File: src/core/crcfmt_pkg.sv
// shared constants and carrier types for the check-code and read-out block
// assumes the apb slave and the serial byte engine share pclk
`default_nettype none
package crcfmt_pkg;
  // apb byte offsets
  localparam logic [7:0] OFS_GENCFG = 8'h00;
  localparam logic [7:0] OFS_PINCFG = 8'h04;
  localparam logic [7:0] OFS_GPIOCFG = 8'h08;
  localparam logic [7:0] OFS_STATUS = 8'h0C;
  // control register fields
  localparam int B_CRC_EN = 0;
  localparam int B_CHANNEL_RESET_ON_ERROR = 1;
  localparam int B_CONV_STOP = 2;
  localparam int B_ALERT_ERR = 3;
  localparam int B_APP_LO = 4;
  localparam int B_FLAG = 6;
  localparam logic [7:0] GENCFG_RST = 8'h00;
  localparam logic [7:0] PIN_RST = 8'h00;
  // serial-side register addresses that stay writable after an error
  localparam logic [7:0] SER_SYS_STATUS = 8'h00;
  localparam logic [7:0] SER_GEN_CFG = 8'h01;
  // nibble_append_select codes
  localparam logic [1:0] APP_NONE = 2'h0;
  localparam logic [1:0] APP_CHID = 2'h1;
  localparam logic [1:0] APP_STATUS = 2'h2;
  // conversion modes
  localparam logic [1:0] MODE_AUTO = 2'h1;
  localparam logic [1:0] MODE_TURBO = 2'h2;
  // check code: x^8+x^2+x+1, zero preset
  localparam logic [7:0] CRC_POLY = 8'h07;
  localparam logic [7:0] CRC_INIT = 8'h00;

  typedef struct packed {
    logic       valid;
    logic       start;
    logic       stop;
    logic [7:0] data;
  } crcfmt_rx_t;

  typedef struct packed {
    logic       valid;
    logic [7:0] addr;
    logic [7:0] data;
  } crcfmt_wr_t;

  typedef enum logic [1:0] {
    RX_IDLE  = 2'b00,
    RX_DATA  = 2'b01,
    RX_CHECK = 2'b10,
    RX_DROP  = 2'b11
  } crcfmt_rx_st_t;
endpackage : crcfmt_pkg
`default_nettype wire

File: src/core/crcfmt_top.sv
// check-code verification on host writes, error side effects, read frame
// formatting with appended check bytes
// assumes a serial byte engine on pclk delivers received bytes and asks
// for each transmit byte; avg_done and event_flags arrive asynchronously
// Functional notes
// - bad check byte discards the command and sets the error flag
// - reads keep working while the error flag is set
// - serial register writes are refused while the error flag is set; apb writes still land
// - writes to status and main config stay allowed; a main config write with the flag bit set clears it
// - with channel reset enabled, an error forces all channels analog
// - clearing the flag restores channels from pin and direction config
// - with stop enabled, an error halts autonomous and turbo conversions
// - with alert enabled, an error drives the alert pin
// - each transmitted byte is followed by its check byte
// - plain read: result 11..4, then 3..0 and four zeros
// - averaged read: 16-bit average, high byte first
// - appended nibble sits below the 12-bit result, two bytes total
// - average with nibble: three bytes, nibble then four zeros
// - status nibble is one, zero, error flag, alert
// - nibble error bit mirrors config, alert is or of event flags
// - clock held low until averaging completes
// - check byte is crc x^8+x^2+x+1 from zero preset
// - checking and generation only when check enable is set
//
// Added by the designer: the APB slave port and the register offsets.
`default_nettype none
module crcfmt_top (
  input  wire logic                    pclk,
  input  wire logic                    presetn,
  input  wire logic                    psel,
  input  wire logic                    penable,
  input  wire logic                    pwrite,
  input  wire logic [7:0]              paddr,
  input  wire logic [31:0]             pwdata,
  output logic [31:0]                  prdata,
  output logic                         pready,
  output logic                         pslverr,
  input  wire crcfmt_pkg::crcfmt_rx_t  rx,
  input  wire logic                    tx_start,
  input  wire logic                    tx_req,
  output logic                         tx_valid,
  output logic [7:0]                   tx_data,
  output crcfmt_pkg::crcfmt_wr_t       wr,
  input  wire logic [11:0]             conv_result,
  input  wire logic [15:0]             avg_result,
  input  wire logic                    avg_en,
  input  wire logic                    avg_done,
  input  wire logic [1:0]              conv_mode,
  input  wire logic [7:0]              event_flags,
  input  wire logic [3:0]              chan_id,
  output logic                         scl_hold,
  output logic                         alert,
  output logic                         conv_halt,
  output logic [7:0]                   chan_digital,
  output logic [7:0]                   chan_drive
);
  // configuration
  logic [7:0]  gencfg_q;
  logic [7:0]  pin_q;
  logic [7:0]  gpio_q;
  logic        flag_q;
  logic        flag_d;
  logic        force_q;
  logic        force_d;
  logic        halt_q;
  logic        alert_q;
  logic [7:0]  chdig_q;
  logic [7:0]  chdrv_q;

  wire crc_en = gencfg_q[crcfmt_pkg::B_CRC_EN];
  wire channel_reset_on_error = gencfg_q[crcfmt_pkg::B_CHANNEL_RESET_ON_ERROR];
  wire conv_stop = gencfg_q[crcfmt_pkg::B_CONV_STOP];
  wire alert_en = gencfg_q[crcfmt_pkg::B_ALERT_ERR];
  wire [1:0] app_sel = gencfg_q[crcfmt_pkg::B_APP_LO +: 2];

  // synchronised converter levels
  logic        done_s;
  logic [7:0]  ev_s;

  crcfmt_sync2 #(
    .W(9)
  ) u_sync (
    .pclk    (pclk),
    .presetn (presetn),
    .d       ({avg_done, event_flags}),
    .q       ({done_s, ev_s})
  );

  // apb slave: one wait state, pready from a flop
  logic        pready_q;
  logic        pslverr_q;
  logic [31:0] prdata_q;

  wire access = psel & penable;
  wire take = access & pready_q;
  wire apb_wr = take & pwrite;
  wire hit_gen = paddr == crcfmt_pkg::OFS_GENCFG;
  wire hit_pin = paddr == crcfmt_pkg::OFS_PINCFG;
  wire hit_gpio = paddr == crcfmt_pkg::OFS_GPIOCFG;
  wire hit_stat = paddr == crcfmt_pkg::OFS_STATUS;
  wire hit_any = hit_gen | hit_pin | hit_gpio | hit_stat;
  wire [7:0] gen_view = {gencfg_q[7], flag_q, gencfg_q[5:0]};
  wire [7:0] stat_view = {4'h0, alert_q, halt_q, force_q, flag_q};
  wire [7:0] rd_mux = hit_gen ? gen_view :
                      hit_pin ? pin_q :
                      hit_gpio ? gpio_q :
                      hit_stat ? stat_view : 8'h00;

  always_ff @(posedge pclk or negedge presetn) begin
    if (!presetn) begin
      pready_q <= 1'b0;
      pslverr_q <= 1'b0;
      prdata_q <= 32'h0;
    end else begin
      pready_q <= access & ~pready_q;
      pslverr_q <= access & ~pready_q & ~hit_any;
      prdata_q <= (access & ~pready_q & ~pwrite) ? {24'h0, rd_mux} : 32'h0;
    end
  end

  // receive side: data byte, then its check byte when enabled
  crcfmt_pkg::crcfmt_rx_st_t rx_st_q;
  crcfmt_pkg::crcfmt_rx_st_t rx_st_d;
  logic [7:0]  rx_byte_q;
  logic [1:0]  rx_cnt_q;
  logic [7:0]  cmd_addr_q;
  logic [7:0]  cmd_data_q;
  logic [7:0]  rx_crc;
  crcfmt_pkg::crcfmt_wr_t wr_q;

  crcfmt_crc8 u_rx_crc (
    .data (rx_byte_q),
    .crc  (rx_crc)
  );

  wire in_data = rx_st_q == crcfmt_pkg::RX_DATA;
  wire in_check = rx_st_q == crcfmt_pkg::RX_CHECK;
  wire got_data = rx.valid & in_data;
  wire got_check = rx.valid & in_check;
  wire crc_bad = got_check & (rx.data != rx_crc);
  wire err_pulse = crc_bad & crc_en;
  // a byte counts once its check byte matched, or at once without checking
  wire accept = (got_data & ~crc_en) | (got_check & ~crc_bad);
  wire [7:0] acc_byte = in_check ? rx_byte_q : rx.data;
  wire commit = rx.stop & in_data & (rx_cnt_q == 2'h2);
  wire allowed = (cmd_addr_q == crcfmt_pkg::SER_SYS_STATUS) |
                 (cmd_addr_q == crcfmt_pkg::SER_GEN_CFG);
  wire do_write = commit & (~flag_q | allowed);
  wire ser_gen = do_write & (cmd_addr_q == crcfmt_pkg::SER_GEN_CFG);

  always_comb begin
    rx_st_d = rx_st_q;
    case (rx_st_q)
      crcfmt_pkg::RX_IDLE: begin
        if (rx.start) begin
          rx_st_d = crcfmt_pkg::RX_DATA;
        end
      end
      crcfmt_pkg::RX_DATA: begin
        if (rx.stop) begin
          rx_st_d = crcfmt_pkg::RX_IDLE;
        end else if (rx.valid & crc_en) begin
          rx_st_d = crcfmt_pkg::RX_CHECK;
        end
      end
      crcfmt_pkg::RX_CHECK: begin
        if (rx.stop) begin
          rx_st_d = crcfmt_pkg::RX_IDLE;
        end else if (crc_bad) begin
          rx_st_d = crcfmt_pkg::RX_DROP;
        end else if (rx.valid) begin
          rx_st_d = crcfmt_pkg::RX_DATA;
        end
      end
      crcfmt_pkg::RX_DROP: begin
        if (rx.stop) begin
          rx_st_d = crcfmt_pkg::RX_IDLE;
        end
      end
      default: begin
        rx_st_d = crcfmt_pkg::RX_IDLE;
      end
    endcase
  end

  always_ff @(posedge pclk or negedge presetn) begin
    if (!presetn) begin
      rx_st_q <= crcfmt_pkg::RX_IDLE;
      rx_byte_q <= 8'h00;
      rx_cnt_q <= 2'h0;
      cmd_addr_q <= 8'h00;
      cmd_data_q <= 8'h00;
      wr_q <= '0;
    end else begin
      rx_st_q <= rx_st_d;
      if (got_data) begin
        rx_byte_q <= rx.data;
      end
      if (rx.start) begin
        rx_cnt_q <= 2'h0;
      end else if (accept & (rx_cnt_q != 2'h2)) begin
        rx_cnt_q <= rx_cnt_q + 2'h1;
      end
      if (accept & (rx_cnt_q == 2'h0)) begin
        cmd_addr_q <= acc_byte;
      end
      if (accept & (rx_cnt_q == 2'h1)) begin
        cmd_data_q <= acc_byte;
      end
      wr_q.valid <= do_write;
      wr_q.addr <= cmd_addr_q;
      wr_q.data <= cmd_data_q;
    end
  end

  // error flag: a new error wins over a clear in the same cycle
  wire apb_gen = apb_wr & hit_gen;
  wire flag_clr = (apb_gen & pwdata[crcfmt_pkg::B_FLAG]) |
                  (ser_gen & cmd_data_q[crcfmt_pkg::B_FLAG]);
  wire auto_mode = (conv_mode == crcfmt_pkg::MODE_AUTO) |
                   (conv_mode == crcfmt_pkg::MODE_TURBO);

  assign flag_d = err_pulse | (flag_q & ~flag_clr);
  assign force_d = (err_pulse & channel_reset_on_error) | (force_q & flag_d);
  wire halt_d = (err_pulse & conv_stop & auto_mode) | (halt_q & flag_d);
  wire alert_d = (err_pulse & alert_en) | (alert_q & flag_d);

  always_ff @(posedge pclk or negedge presetn) begin
    if (!presetn) begin
      gencfg_q <= crcfmt_pkg::GENCFG_RST;
      pin_q <= crcfmt_pkg::PIN_RST;
      gpio_q <= crcfmt_pkg::PIN_RST;
      flag_q <= 1'b0;
      force_q <= 1'b0;
      halt_q <= 1'b0;
      alert_q <= 1'b0;
      chdig_q <= 8'h00;
      chdrv_q <= 8'h00;
    end else begin
      if (apb_gen) begin
        gencfg_q <= pwdata[7:0];
      end else if (ser_gen) begin
        gencfg_q <= cmd_data_q;
      end
      if (apb_wr & hit_pin) begin
        pin_q <= pwdata[7:0];
      end
      if (apb_wr & hit_gpio) begin
        gpio_q <= pwdata[7:0];
      end
      flag_q <= flag_d;
      force_q <= force_d;
      halt_q <= halt_d;
      alert_q <= alert_d;
      // forced channels release no drive at all
      chdig_q <= force_d ? 8'h00 : pin_q;
      chdrv_q <= force_d ? 8'h00 : (pin_q & gpio_q);
    end
  end

  // read-out formatting
  wire app_on = (app_sel == crcfmt_pkg::APP_CHID) |
                (app_sel == crcfmt_pkg::APP_STATUS);
  wire [3:0] stat_nib = {1'b1, 1'b0, flag_q, |ev_s};
  wire [3:0] nib = (app_sel == crcfmt_pkg::APP_STATUS) ? stat_nib : chan_id;
  wire [7:0] byte0 = avg_en ? avg_result[15:8] : conv_result[11:4];
  wire [7:0] byte1 = avg_en ? avg_result[7:0] :
                     {conv_result[3:0], app_on ? nib : 4'h0};
  wire [7:0] byte2 = (avg_en & app_on) ? {nib, 4'h0} : 8'h00;
  logic [1:0]  tx_idx_q;
  logic        crc_turn_q;
  logic        pend_q;
  logic        hold_q;
  logic        txv_q;
  logic [7:0]  txd_q;
  logic [7:0]  last_q;
  logic [7:0]  tx_crc;

  crcfmt_crc8 u_tx_crc (
    .data (last_q),
    .crc  (tx_crc)
  );
  wire [7:0] cur_byte = (tx_idx_q == 2'h0) ? byte0 :
                        (tx_idx_q == 2'h1) ? byte1 :
                        (tx_idx_q == 2'h2) ? byte2 : 8'h00;

  // a byte stays pending while the average is unfinished
  wire waiting = pend_q | tx_req;
  wire stall = avg_en & ~done_s;
  wire deliver = waiting & ~stall;

  always_ff @(posedge pclk or negedge presetn) begin
    if (!presetn) begin
      tx_idx_q <= 2'h0;
      crc_turn_q <= 1'b0;
      pend_q <= 1'b0;
      hold_q <= 1'b0;
      txv_q <= 1'b0;
      txd_q <= 8'h00;
      last_q <= 8'h00;
    end else begin
      pend_q <= waiting & stall;
      hold_q <= waiting & stall;
      txv_q <= deliver & ~tx_start;
      if (tx_start) begin
        tx_idx_q <= 2'h0;
        crc_turn_q <= 1'b0;
        pend_q <= 1'b0;
        hold_q <= 1'b0;
      end else if (deliver) begin
        if (crc_turn_q) begin
          txd_q <= tx_crc;
          crc_turn_q <= 1'b0;
        end else begin
          txd_q <= cur_byte;
          last_q <= cur_byte;
          crc_turn_q <= crc_en;
        end
        if ((crc_turn_q | ~crc_en) & (tx_idx_q != 2'h3)) begin
          tx_idx_q <= tx_idx_q + 2'h1;
        end
      end
    end
  end

  assign prdata = prdata_q;
  assign pready = pready_q;
  assign pslverr = pslverr_q;
  assign tx_valid = txv_q;
  assign tx_data = txd_q;
  assign wr = wr_q;
  assign scl_hold = hold_q;
  assign alert = alert_q;
  assign conv_halt = halt_q;
  assign chan_digital = chdig_q;
  assign chan_drive = chdrv_q;
endmodule : crcfmt_top
`default_nettype wire

File: src/core/crcfmt_crc8.sv
// check code of a single byte, msb first
// purely combinational, no clock
`default_nettype none
module crcfmt_crc8 (
  input  wire logic [7:0] data,
  output logic [7:0]      crc
);
  function automatic logic [7:0] crc_byte(input logic [7:0] d);
    logic [7:0] c;
    c = crcfmt_pkg::CRC_INIT;
    for (int i = 7; i >= 0; i--) begin
      if (c[7] ^ d[i]) begin
        c = {c[6:0], 1'b0} ^ crcfmt_pkg::CRC_POLY;
      end else begin
        c = {c[6:0], 1'b0};
      end
    end
    return c;
  endfunction : crc_byte

  assign crc = crc_byte(data);
endmodule : crcfmt_crc8
`default_nettype wire

File: src/core/crcfmt_sync2.sv
// two-flop synchroniser for levels from outside the pclk domain
// assumes each bit is an independent slow level
`default_nettype none
module crcfmt_sync2 #(
  parameter int W = 1
) (
  input  wire logic         pclk,
  input  wire logic         presetn,
  input  wire logic [W-1:0] d,
  output logic [W-1:0]      q
);
  logic [W-1:0] meta_q;
  logic [W-1:0] sync_q;

  always_ff @(posedge pclk or negedge presetn) begin
    if (!presetn) begin
      meta_q <= '0;
      sync_q <= '0;
    end else begin
      meta_q <= d;
      sync_q <= meta_q;
    end
  end

  assign q = sync_q;
endmodule : crcfmt_sync2
`default_nettype wire

File: config.mk
export PLATFORM = sky130hd
export DESIGN_NAME = crcfmt_top
export DESIGN_NICKNAME = d
export VERILOG_FILES = /design/src/core/crcfmt_pkg.sv /design/src/core/crcfmt_top.sv /design/src/core/crcfmt_crc8.sv /design/src/core/crcfmt_sync2.sv
export SDC_FILE = /design/constraint.sdc
export NUM_CORES = 1
export LEC_CHECK = 0
export BUFFER_PORTS_ARGS = -buffer_cell sky130_fd_sc_hd__buf_2
export CAP_MARGIN = 20
export CORE_ASPECT_RATIO = 1.2
export CORE_MARGIN = 4
export CORE_UTILIZATION = 58
export CTS_BUF_LIST = sky130_fd_sc_hd__clkbuf_2 sky130_fd_sc_hd__clkbuf_4 sky130_fd_sc_hd__clkbuf_8
export DETAILED_ROUTE_END_ITERATION = 8
export GPL_TIMING_DRIVEN = 1
export PLACE_DENSITY = 0.91
export SETUP_SLACK_MARGIN = 0.02
export SKIP_LAST_GASP = 1
export SLEW_MARGIN = 15
export SYNTH_ARGS = -nofsm -noshare
export SYNTH_HDL_FRONTEND = slang
export SYNTH_HIERARCHICAL = 1
export SYNTH_SLANG_ARGS = --single-unit
File: constraint.sdc
create_clock -name pclk -period 3.6 [get_ports pclk]
set_input_delay 0.72 -clock pclk [delete_from_list [all_inputs] [get_ports pclk]]
set_output_delay 0.72 -clock pclk [all_outputs]
set_load 0.05 [all_outputs]
Yosys cells after proc, flatten, opt, wreduce, memory -nomap -nowiden

Cells that the tools add are included.

Word-level logic and storage cells: 212
Input bits: 102
Flip-flop bits (word level): 138
Output and inout port bits: 79

Bitwise gates (word level): 94
Equality and inequality tests: 22
Add/sub/neg operators: 2
Muxes and demuxes: 52
Reduce and logical (&&, ||, !) cells: 14

Operators by type and width:

| operator                                            | count |
|---|---|
| two-way mux 8 bit                                   | 16 |
| two-way mux 3 bit                                   | 16 |
| NOT 3 bit                                           | 14 |
| AND 1 bit                                           | 39 |
| two-way mux 2 bit                                   | 12 |
| equality test 8 x 4 -> 1 bit, second input constant | 2 |
| logical NOT 8 bit                                   | 2 |
| OR 1 bit                                            | 15 |
| equality test 2 bit, second input constant          | 6 |
| two-way mux 4 bit                                   | 3 |
| NOT 1 bit                                           | 11 |
| equality test 2 x 1 -> 1 bit, second input constant | 5 |
| XOR 1 bit, first input constant                     | 10 |
| AND 8 bit                                           | 1 |
| equality test 8 x 1 -> 1 bit, second input constant | 1 |
| equality test 8 x 3 -> 1 bit, second input constant | 1 |
| inequality test 2 bit, second input constant        | 4 |
| inequality test 8 bit                               | 1 |
| one-hot mux 2 bit (4 select lines)                  | 1 |
| nonzero test 2 bit                                  | 4 |
| OR reduction 8 bit                                  | 1 |
| logical NOT 2 bit                                   | 3 |
| adder 2 x 1 -> 2 bit, second input constant         | 2 |
| two-way mux 1 bit                                   | 4 |
| 6 further kinds                                     | 10 |

Longest topological paths before layout

Gate-level depths: netlist of the first run.

Depth after elaboration: 23
Depth in mapped cells: 8
Gate-level depth less buffers: 7

By module

Netlist of the first run, hierarchy kept.

Modules (own cells, without submodules):

| module       | area an instance (sq um) | cells an instance | instances | seq. area each (sq um) |
|---|---|---|---|---|
| crcfmt_top   | 5,460.2                  | 461               | 1         | 2,977.9 |
| crcfmt_sync2 | 450.4                    | 18                | 1         | 450.4 |
| crcfmt_crc8  | 128.9                    | 13                | 2         | 0.0 |

Least setup slack after synthesis of the first run

Ideal clock, no wire load.

Kind: in2reg
From: in paddr[1]
To: reg gpio_q[1]
Library setup time: 0.128 ns
Buffers on the path: 1
Required time: 3.472 ns
Arrival: 2.239 ns
Stages on the path: 4
Setup slack: 1.233 ns
Cells stage by stage: or4_4 or4_1 buf_2 mux2_1

Cells in the longest elaborated chain, start to end: 2

RTL lines:

| item                         | line              | source |
|---|---|---|
| start, declared              | crcfmt_top.sv:33  | `input wire logic [7:0] paddr,` |
| equality test 8 x 4 -> 1 bit | crcfmt_top.sv:99  | `wire hit_gpio = paddr == crcfmt_pkg::OFS_GPIOCFG;` |
| AND 1 bit                    | crcfmt_top.sv:248 | `if (apb_wr & hit_gpio) begin` |
| end signal, assigned         | crcfmt_top.sv:232 | `gpio_q <= crcfmt_pkg::PIN_RST;` |
| end signal, assigned         | crcfmt_top.sv:249 | `gpio_q <= pwdata[7:0];` |
| end, declared                | crcfmt_top.sv:60  | `logic [7:0] gpio_q;` |

No other way between the ends.
A chain may end at the register's enable or synchronous reset.

Final worst setup path of the first run

From: reg rx_byte_q[6]
To: reg cmd_data_q[4]

Elaborated cells between the ends (all ways): 14
Classes of those cells: eq/ne (1); mux (4); bitwise (9)

RTL lines:

| item                       | line              | source |
|---|---|---|
| start, declared            | crcfmt_top.sv:124 | `logic [7:0] rx_byte_q;` |
| start signal, assigned     | crcfmt_top.sv:197 | `rx_byte_q <= rx.data;` |
| XOR 1 bit (*)              | crcfmt_crc8.sv:12 | `if (c[7] ^ d[i]) begin` |
| two-way mux 3 bit (*)      | crcfmt_crc8.sv:12 |  |
| NOT 3 bit (no source line) | --                |  |
| two-way mux 3 bit (*)      | crcfmt_crc8.sv:12 |  |
| via rx_crc[7]              | crcfmt_top.sv:128 | `logic [7:0] rx_crc;` |
| inequality test 8 bit (*)  | crcfmt_top.sv:140 | `wire crc_bad = got_check & (rx.data != rx_crc);` |
| AND 1 bit (*)              | crcfmt_top.sv:140 |  |
| NOT 1 bit (*)              | crcfmt_top.sv:143 | `wire accept = (got_data & ~crc_en) \| (got_check & ~crc_bad);` |
| AND 1 bit (*)              | crcfmt_top.sv:143 |  |
| OR 1 bit (*)               | crcfmt_top.sv:143 |  |
| AND 1 bit (*)              | crcfmt_top.sv:207 | `if (accept & (rx_cnt_q == 2'h1)) begin` |
| end signal, assigned       | crcfmt_top.sv:208 | `cmd_data_q <= acc_byte;` |
| end, declared              | crcfmt_top.sv:127 | `logic [7:0] cmd_data_q;` |

The timed path passes the listed nets; every way through them passes the cells marked *.

==> results.sh, run 1 <==
export IMPL_status="finished, violations left"
export IMPL_failed_checks="design-rule violations"
export IMPL_num_vias=4290
export IMPL_critPathArrivalTime_ns=3.12
export IMPL_clock_tree_from_tritoncts="yes"
export IMPL_crit_path_max_fanout=8
export IMPL_maxSlewViolCount=0
export IMPL_track_usage_pct=22.6
export IMPL_critical_path_required_ns=3.91
export IMPL_cts_buffers=17
export IMPL_synthTopCellsByCount="dfrtp_1, mux2_2, nand2_1"
export IMPL_yosysWarningCount=6
export IMPL_grt_max_degree=117
export IMPL_resize_count_post_cts=0
export IMPL_insertion_delay_ns=0.43
export IMPL_post_synth_inst_count=505
export IMPL_worst_pin_slew_ns=0.883
export IMPL_post_route_min_period_ns=2.81
export IMPL_netlist_top_cells_area="dfrtp_1, mux2_2, mux2i_1, xnor2_1, buf_4"
export IMPL_fin_util_pct=69.6
export IMPL_critPathLaunchType="flip-flop"
export IMPL_timing_critical_path_cells="xnor2_1 > xnor2_1 > xor2_1 > nor4_1 > a41o_1 > nand2_1 > mux2_2"
export IMPL_layout_worst_path_cycle_share_pct=78.1
export IMPL_syn_area_um2=6170
export IMPL_number_of_synthesized_flops_with_an_enable_pin=0
export IMPL_fp_coreArea_um2=10500
export IMPL_cts_setup_buffers=0
export IMPL_ys_flop_type="dfrtp_1"
export IMPL_synth_seq_area_share_pct=55.6
export IMPL_seq_cells_post_synth=137
export IMPL_bufs_on_longest_clock_path=2
export IMPL_setup_worst_path_end_class="flip-flop"
export IMPL_drive_above_1_share_pct=36.9
export IMPL_timing_hold_worst_class="input pin to asynchronous set/reset pin"
export IMPL_vias_per_cell=5.47
export IMPL_dieWidth_um=102
export IMPL_first_pass_grt_wire_length_um=21500
export IMPL_number_of_optimization_iterations_in_the_first_detailed_route_pass=6
export IMPL_synthArstFlopShare_pct=100
export IMPL_cp_top_family="simple AND/OR/NAND/NOR gates"
export IMPL_antenna_cells_inserted=0
export IMPL_nets=752
export IMPL_clock_slew_seen_by_the_registers_of_the_worst_setup_and_hold_paths_ns=0.08
export IMPL_place_detailed_hpwl_um=9690
export IMPL_regToRegStartpoint="rx_byte_q[6]$_DFFE_PN0P_"
export IMPL_fin_tns_setup_ns=0
export IMPL_report_final_hold_viol_count=0
export IMPL_clock_tree_htree_level_count=4
export IMPL_die_h_um=121
export IMPL_number_of_standard_cell_rows_in_the_floorplan=41
export IMPL_portBuffers=132
export IMPL_synth_lib_cells_used_distinct=48
export IMPL_cp_common_cell="xnor2_1"
export IMPL_area_growth_pct=18.1
export IMPL_fp_dieArea_um2=12400
export IMPL_drt_wl_total_um=13300
export IMPL_cts_root_buffer="clkbuf_8"
export IMPL_routabilityCongestion=0.908
export IMPL_final_antenna_net_count=0
export IMPL_start_util_pct=58.9
export IMPL_worst_path_buf_inv=0
export IMPL_clk_sink_count=137
export IMPL_slowest_stage="nor4_1"
export IMPL_timing_worst_setup_path_type="flip-flop to flip-flop"
export IMPL_synthDominantCellAreaShare_pct=55.6
export IMPL_synth_avg_cell_area_um2=12.2
export IMPL_netlist_top_cell_by_area="dfrtp_1"
export IMPL_io_pins=181
export IMPL_rsz0062_at_grt="false"
export IMPL_overflow=0
export IMPL_startpoint="rx_byte_q[6]$_DFFE_PN0P_"
export IMPL_regToRegSetupSlack_ns=0.79
export IMPL_antenna_violations_before_repair=0
export IMPL_r2r_cells=7
export IMPL_cts_hold_buf=0
export IMPL_timing_critical_path_depth=7
export IMPL_post_drt_wl_per_cell_um=16.9
export IMPL_max_clock_freq_mhz=356
export IMPL_worst_setup_path_endpoint="cmd_data_q[4]$_DFFE_PN0P_"
export IMPL_fin_skew_ns=0.0111
export IMPL_powerDensity_nw_per_um2=617
export IMPL_cap_violations=0
export IMPL_slew_limit_headroom_pct=41.0
export IMPL_drt_iter0_markers=212
export IMPL_report_final_setup_viol=0
export IMPL_post_synth_top_count_cell="dfrtp_1"
export IMPL_grt_pass1_vias=4351
export IMPL_r2r_end="cmd_data_q[4]$_DFFE_PN0P_"
export IMPL_critPathMaxStageDelay_ns=0.64
export IMPL_power_leakage_nw=3.69
export IMPL_route_detailed_drc=2
export IMPL_ir_worst_vdd_v=0.000499
==> cell usage in the layout (no fill, tap or decap), types with 5 or more instances in the layout <==
master,netlist,layout
nor2_1,25,25
dfrtp_1,137,137
inv_1,19,19
a21oi_1,19,19
mux2_2,63,63
xnor2_1,23,23
clkbuf_8,0,20
conb_1,1,24
nand3_1,6,6
buf_2,2,131
mux2i_1,23,23
nand2_1,26,26
and3_1,9,9
nor2b_1,5,5
a221oi_1,5,5
ha_1,8,8
o21ai_0,22,22
and2_1,8,8
xor2_1,9,9
==> power breakdown <==
part	switching (mW)	leakage [nW]	total, mW	internal, mW
Sequential	0.192	1.76	1.97	1.78
Combinational	0.814	1.73	1.27	0.455
Clock	0.572	0.201	1.25	0.676
Total	1.58	3.69	4.49	2.91
==> per-stage QoR <==
| step | total power, mW | hold WS [ns] | std cells | instance area (um^2) | worst slack (ns) |
|---|---|---|---|---|---|
| 2_1_floorplan | 2.93 | 0.331 | 528 | 6250 | 1.23 |
| 3_3_place_gp | 3.21 | 0.332 | 751 | 6850 | 0.782 |
| 3_5_place_dp | 3.26 | 0.337 | 751 | 6850 | 0.707 |
| 4_1_cts | 4.52 | 0.353 | 783 | 7250 | 0.843 |
| 5_1_grt | 4.71 | 0.206 | 784 | 7280 | 0.601 |
| 6_report | 4.49 | 0.195 | 784 | 7280 | 0.790 |
==> routing by layer <==
metal / global-route usage, % / vias up / share of wire, %
met5: 0 / - / 0
met4: 10.8 / 0 / 2.6
met3: 5.00 / 30 / 6.2
met2: 37.1 / 168 / 52
met1: 28.3 / 2113 / 40
li1: - / 1979 / -
==> final cells by class <==
cell class / instances / area (um^2)
Sequential cell: 137 / 3430
Fill cell: 761 / 3180
Inverter: 19 / 71.3
Clock inverter: 11 / 120
Tap cell: 129 / 161
Multi-Input combinational cell: 332 / 2510
Timing Repair Buffer: 135 / 709
Clock buffer: 21 / 283
==> flip-flops by register name (all words and copies together) (netlist names), 2 cells and up <==
name / count
rx_cnt_q: 2
cmd_data_q: 8
u_sync/meta_q: 9
prdata: 8
cmd_addr_q: 8
wr: 17
tx_idx_q: 2
tx_data: 8
u_sync/q: 9
chan_digital: 8
gpio_q: 8
pin_q: 8
last_q: 8
rx_st_q: 2
rx_byte_q: 8
gencfg_q: 7
chan_drive: 8
==> cell families (layout without fill, tap and decap cells) <==
| group | count (synthesis) | after routing | synth area share, % |
|---|---|---|---|
| buf+inv | 59 | 186 | 5.15 |
| fa+ha+maj | 8 | 8 | 1.62 |
| mux | 87 | 87 | 15.4 |
| other cells | 1 | 24 | 0.0608 |
| compound gates | 63 | 63 | 6.49 |
| flops | 137 | 137 | 55.6 |
| xor+xnor | 36 | 36 | 5.60 |
| simple gates | 114 | 114 | 10.1 |
==> worst min-delay path by stage <==
stage	slack [ns]	to	cells after the start	from
2_1_floorplan	0.33	u_sync/q[0]$_DFF_PN0_	0	u_sync/meta_q[0]$_DFF_PN0_
3_3_place_gp	0.33	u_sync/q[4]$_DFF_PN0_	0	u_sync/meta_q[4]$_DFF_PN0_
3_5_place_dp	0.34	u_sync/q[5]$_DFF_PN0_	0	u_sync/meta_q[5]$_DFF_PN0_
4_1_cts	0.35	u_sync/q[5]$_DFF_PN0_	0	u_sync/meta_q[5]$_DFF_PN0_
5_1_grt	0.21	cmd_data_q[2]$_DFFE_PN0P_	1	presetn
6_report	0.19	rx_cnt_q[0]$_DFFE_PN0P_	1	presetn
No activity file was read; power rests on OpenSTA's default activity.
==> run 2: changes to the inputs <==
--- a/config.mk
+++ b/config.mk
@@ -9,11 +9,11 @@
 export CAP_MARGIN = 20
 export CORE_ASPECT_RATIO = 1.2
 export CORE_MARGIN = 4
-export CORE_UTILIZATION = 58
+export CORE_UTILIZATION = 54
 export CTS_BUF_LIST = sky130_fd_sc_hd__clkbuf_2 sky130_fd_sc_hd__clkbuf_4 sky130_fd_sc_hd__clkbuf_8
 export DETAILED_ROUTE_END_ITERATION = 8
 export GPL_TIMING_DRIVEN = 1
-export PLACE_DENSITY = 0.91
+export PLACE_DENSITY = 0.86
 export SETUP_SLACK_MARGIN = 0.02
 export SKIP_LAST_GASP = 1
 export SLEW_MARGIN = 15
==> constraint.sdc (replaced) <==
create_clock -name pclk -period 2.7 [get_ports pclk]
set_input_delay 0.54 -clock pclk [delete_from_list [all_inputs] [get_ports pclk]]
set_output_delay 0.54 -clock pclk [all_outputs]
set_load 0.05 [all_outputs]
==> run 2 against run 1 <==
Sequential share of layout area decreased by 0.88 points. Combinational power increased by 39%. Die area increased by 6.9%. Largest cell class unchanged. Final cell count increased by 4.2%. Critical endpoint is now cmd_data_q[5]$_DFFE_PN0P_. Worst setup slack got worse by 0.62 ns. Utilization decreased by 2.7 points. Sequential power increased by 34%. The run now ends clean.
==> results.sh, run 2 (synthesized netlist as in run 1, its figures left out) <==
export IMPL_vias_per_cell=5.22
export IMPL_powerDensity_nw_per_um2=834
export IMPL_cap_violations=0
export IMPL_antenna_cells_inserted=0
export IMPL_critPathArrivalTime_ns=2.85
export IMPL_clock_slew_seen_by_the_registers_of_the_worst_setup_and_hold_paths_ns=0.08
export IMPL_layout_cells_most_common_list="dfrtp_1, buf_2, mux2_2, nand2_1, nor2_1"
export IMPL_num_vias=4262
export IMPL_setup_worst_path_end_class="flip-flop"
export IMPL_track_usage_pct=20.8
export IMPL_fin_skew_ns=0.0121
export IMPL_detailedPlace_worstSlack_ns=0.131
export IMPL_clock_power_share_pct=29.2
export IMPL_slowest_stage="dfrtp_1"
export IMPL_timing_final_ws_setup_ns=0.165
export IMPL_grt_pass1_vias=4400
export IMPL_worst_path_buf_inv=1
export IMPL_dieWidth_um=106
export IMPL_report_final_setup_viol=0
export IMPL_route_detailed_drc=0
export IMPL_nets=761
export IMPL_ir_worst_vdd_v=0.000589
export IMPL_cp_top_family="XOR/XNOR gates"
export IMPL_mostFrequentLayoutCell="dfrtp_1"
export IMPL_grt_max_degree=55
export IMPL_number_of_optimization_iterations_in_the_first_detailed_route_pass=5
export IMPL_routabilityCongestion=0.859
export IMPL_rsz0062_at_grt="true"
export IMPL_critical_path_required_ns=3.01
export IMPL_place_detailed_hpwl_um=9940
export IMPL_timing_worst_setup_path_type="flip-flop to flip-flop"
export IMPL_first_pass_grt_wire_length_um=21600
export IMPL_number_of_standard_cell_rows_in_the_floorplan=42
export IMPL_portBuffers=132
export IMPL_start_util_pct=55.6
export IMPL_drt_iter0_markers=270
export IMPL_clock_tree_htree_level_count=4
export IMPL_cts_root_buffer="clkbuf_8"
export IMPL_sw_share_pct=34.2
export IMPL_cell_internal_pwr_mw=4.07
export IMPL_placedCellCount=786
export IMPL_cts_hold_buf=0
export IMPL_status="finished, final reports clean"
export IMPL_final_antenna_net_count=0
export IMPL_fp_coreArea_um2=11100
export IMPL_seqPwrFrac_pct=42.4
export IMPL_bufs_on_longest_clock_path=2
export IMPL_insertion_delay_ns=0.43
export IMPL_clk_sink_count=137
export IMPL_drive_above_1_share_pct=38.0
export IMPL_fp_dieArea_um2=13200
export IMPL_die_h_um=125
export IMPL_timing_hold_worst_class="input pin to asynchronous set/reset pin"
export IMPL_slew_limit_headroom_pct=57.3
export IMPL_clock_tree_from_tritoncts="yes"
export IMPL_area_growth_pct=20.3
export IMPL_post_route_min_period_ns=2.54
export IMPL_cts_buffers=17
export IMPL_critPathMaxStageDelay_ns=0.46
export IMPL_cts_setup_buffers=0
export IMPL_drt_wl_total_um=13200
export IMPL_share_comb_of_total_power_pct=28.4
export IMPL_critPathLaunchType="flip-flop"
export IMPL_io_pins=181
export IMPL_stdcell_count=817
export IMPL_timing_critical_path_cells="xnor2_2 > xnor2_1 > xor2_1 > nor4_1 > buf_4 > a41o_1 > nand2_1 > mux2_2"
export IMPL_total_switching_power_mw=2.12
export IMPL_power_leakage_nw=3.75
export IMPL_antenna_violations_before_repair=0
export IMPL_layout_worst_path_cycle_share_pct=93.9
export IMPL_report_final_hold_viol_count=0
export IMPL_overflow=0
export IMPL_worst_pin_slew_ns=0.632
export IMPL_post_drt_wl_per_cell_um=16.2
export IMPL_max_clock_freq_mhz=394
export IMPL_maxSlewViolCount=0
export IMPL_regToRegSetupSlack_ns=0.16
export IMPL_largest_register_ffs=17
export IMPL_crit_path_max_fanout=8
-- run 2: changes by cell type in the layout (fill, tap and decap cells not counted) --
cell       delta
buf_6         -1
buf_12        +1
xnor2_2       +2
buf_16        -1
bufinv_16     +2
xnor2_1       -2
clkbuf_8      -1
clkinv_2      -2
buf_4        +10
-- run 2: final cells by class --
cell class,instances,area (um^2)
Clock buffer,20,269
Clock inverter,11,170
Fill cell,827,3670
Inverter,19,71.3
Multi-Input combinational cell,332,2520
Sequential cell,137,3430
Tap cell,154,193
Timing Repair Buffer,144,766
-- run 2: path summary, 6_finish.rpt --
path	startpoint	endpoint	depth (start not counted)
worst max-delay path	rx_byte_q[6]$_DFFE_PN0P_	cmd_data_q[5]$_DFFE_PN0P_	8
worst min-delay path	presetn	rx_cnt_q[0]$_DFFE_PN0P_	1
worst max register to register	rx_byte_q[6]$_DFFE_PN0P_	cmd_data_q[5]$_DFFE_PN0P_	8
worst min register to register	u_sync/meta_q[5]$_DFF_PN0_	u_sync/q[5]$_DFF_PN0_	0
max in group asynchronous	presetn	last_q[1]$_DFFE_PN0P_	2
min in group pclk	event_flags[6]	u_sync/meta_q[6]$_DFF_PN0_	1
-- run 2: per-stage QoR --
stage	setup TNS, ns	power (mW)	instance area, um^2	hold WS, ns	util, %
6_report	0	6.19	7420	0.0550	66.9
5_1_grt	-0.128	6.46	7420	0.0703	66.9
2_1_floorplan	0	3.91	6250	0.244	-
3_5_place_dp	0	4.38	6970	0.336	62.8
4_1_cts	0	6.22	7410	0.0477	66.8
3_3_place_gp	0	4.31	6970	0.332	62.8
-- run 2: timing repair --
action | 4_1_cts | 5_1_grt
hold endpoints to repair | 0 | 0
setup endpoints to repair | 0 | 17
resized for setup | 0 | 2
-- run 2: per-layer routing --
metal / GRT usage, % / vias up / routed length [um]
met1: 24.2 / 2067 / 5110
met4: 8.99 / 0 / 378
li1: - / 1995 / -
met2: 36.5 / 163 / 7010
met5: 0 / - / 0
met3: 5.00 / 37 / 728
-- run 2: worst reg2reg max path, cell delays in order (launching register included) --
cell and delay (ns):
dfrtp_1 0.46, xnor2_2 0.31, xnor2_1 0.18, xor2_1 0.24, nor4_1 0.08, buf_4 0.14
a41o_1 0.26, nand2_1 0.34, mux2_2 0.39
-- run 2: power by group through the flow --
stage | combinational [mW] | sequential [mW] | clock, mW
detailed placement | 1.72 | 2.66 | 0
floorplan | 0.836 | 3.08 | 0
finish | 1.76 | 2.63 | 1.81
global route | 1.86 | 2.67 | 1.92
global placement | 1.66 | 2.64 | 0
CTS | 1.74 | 2.63 | 1.85
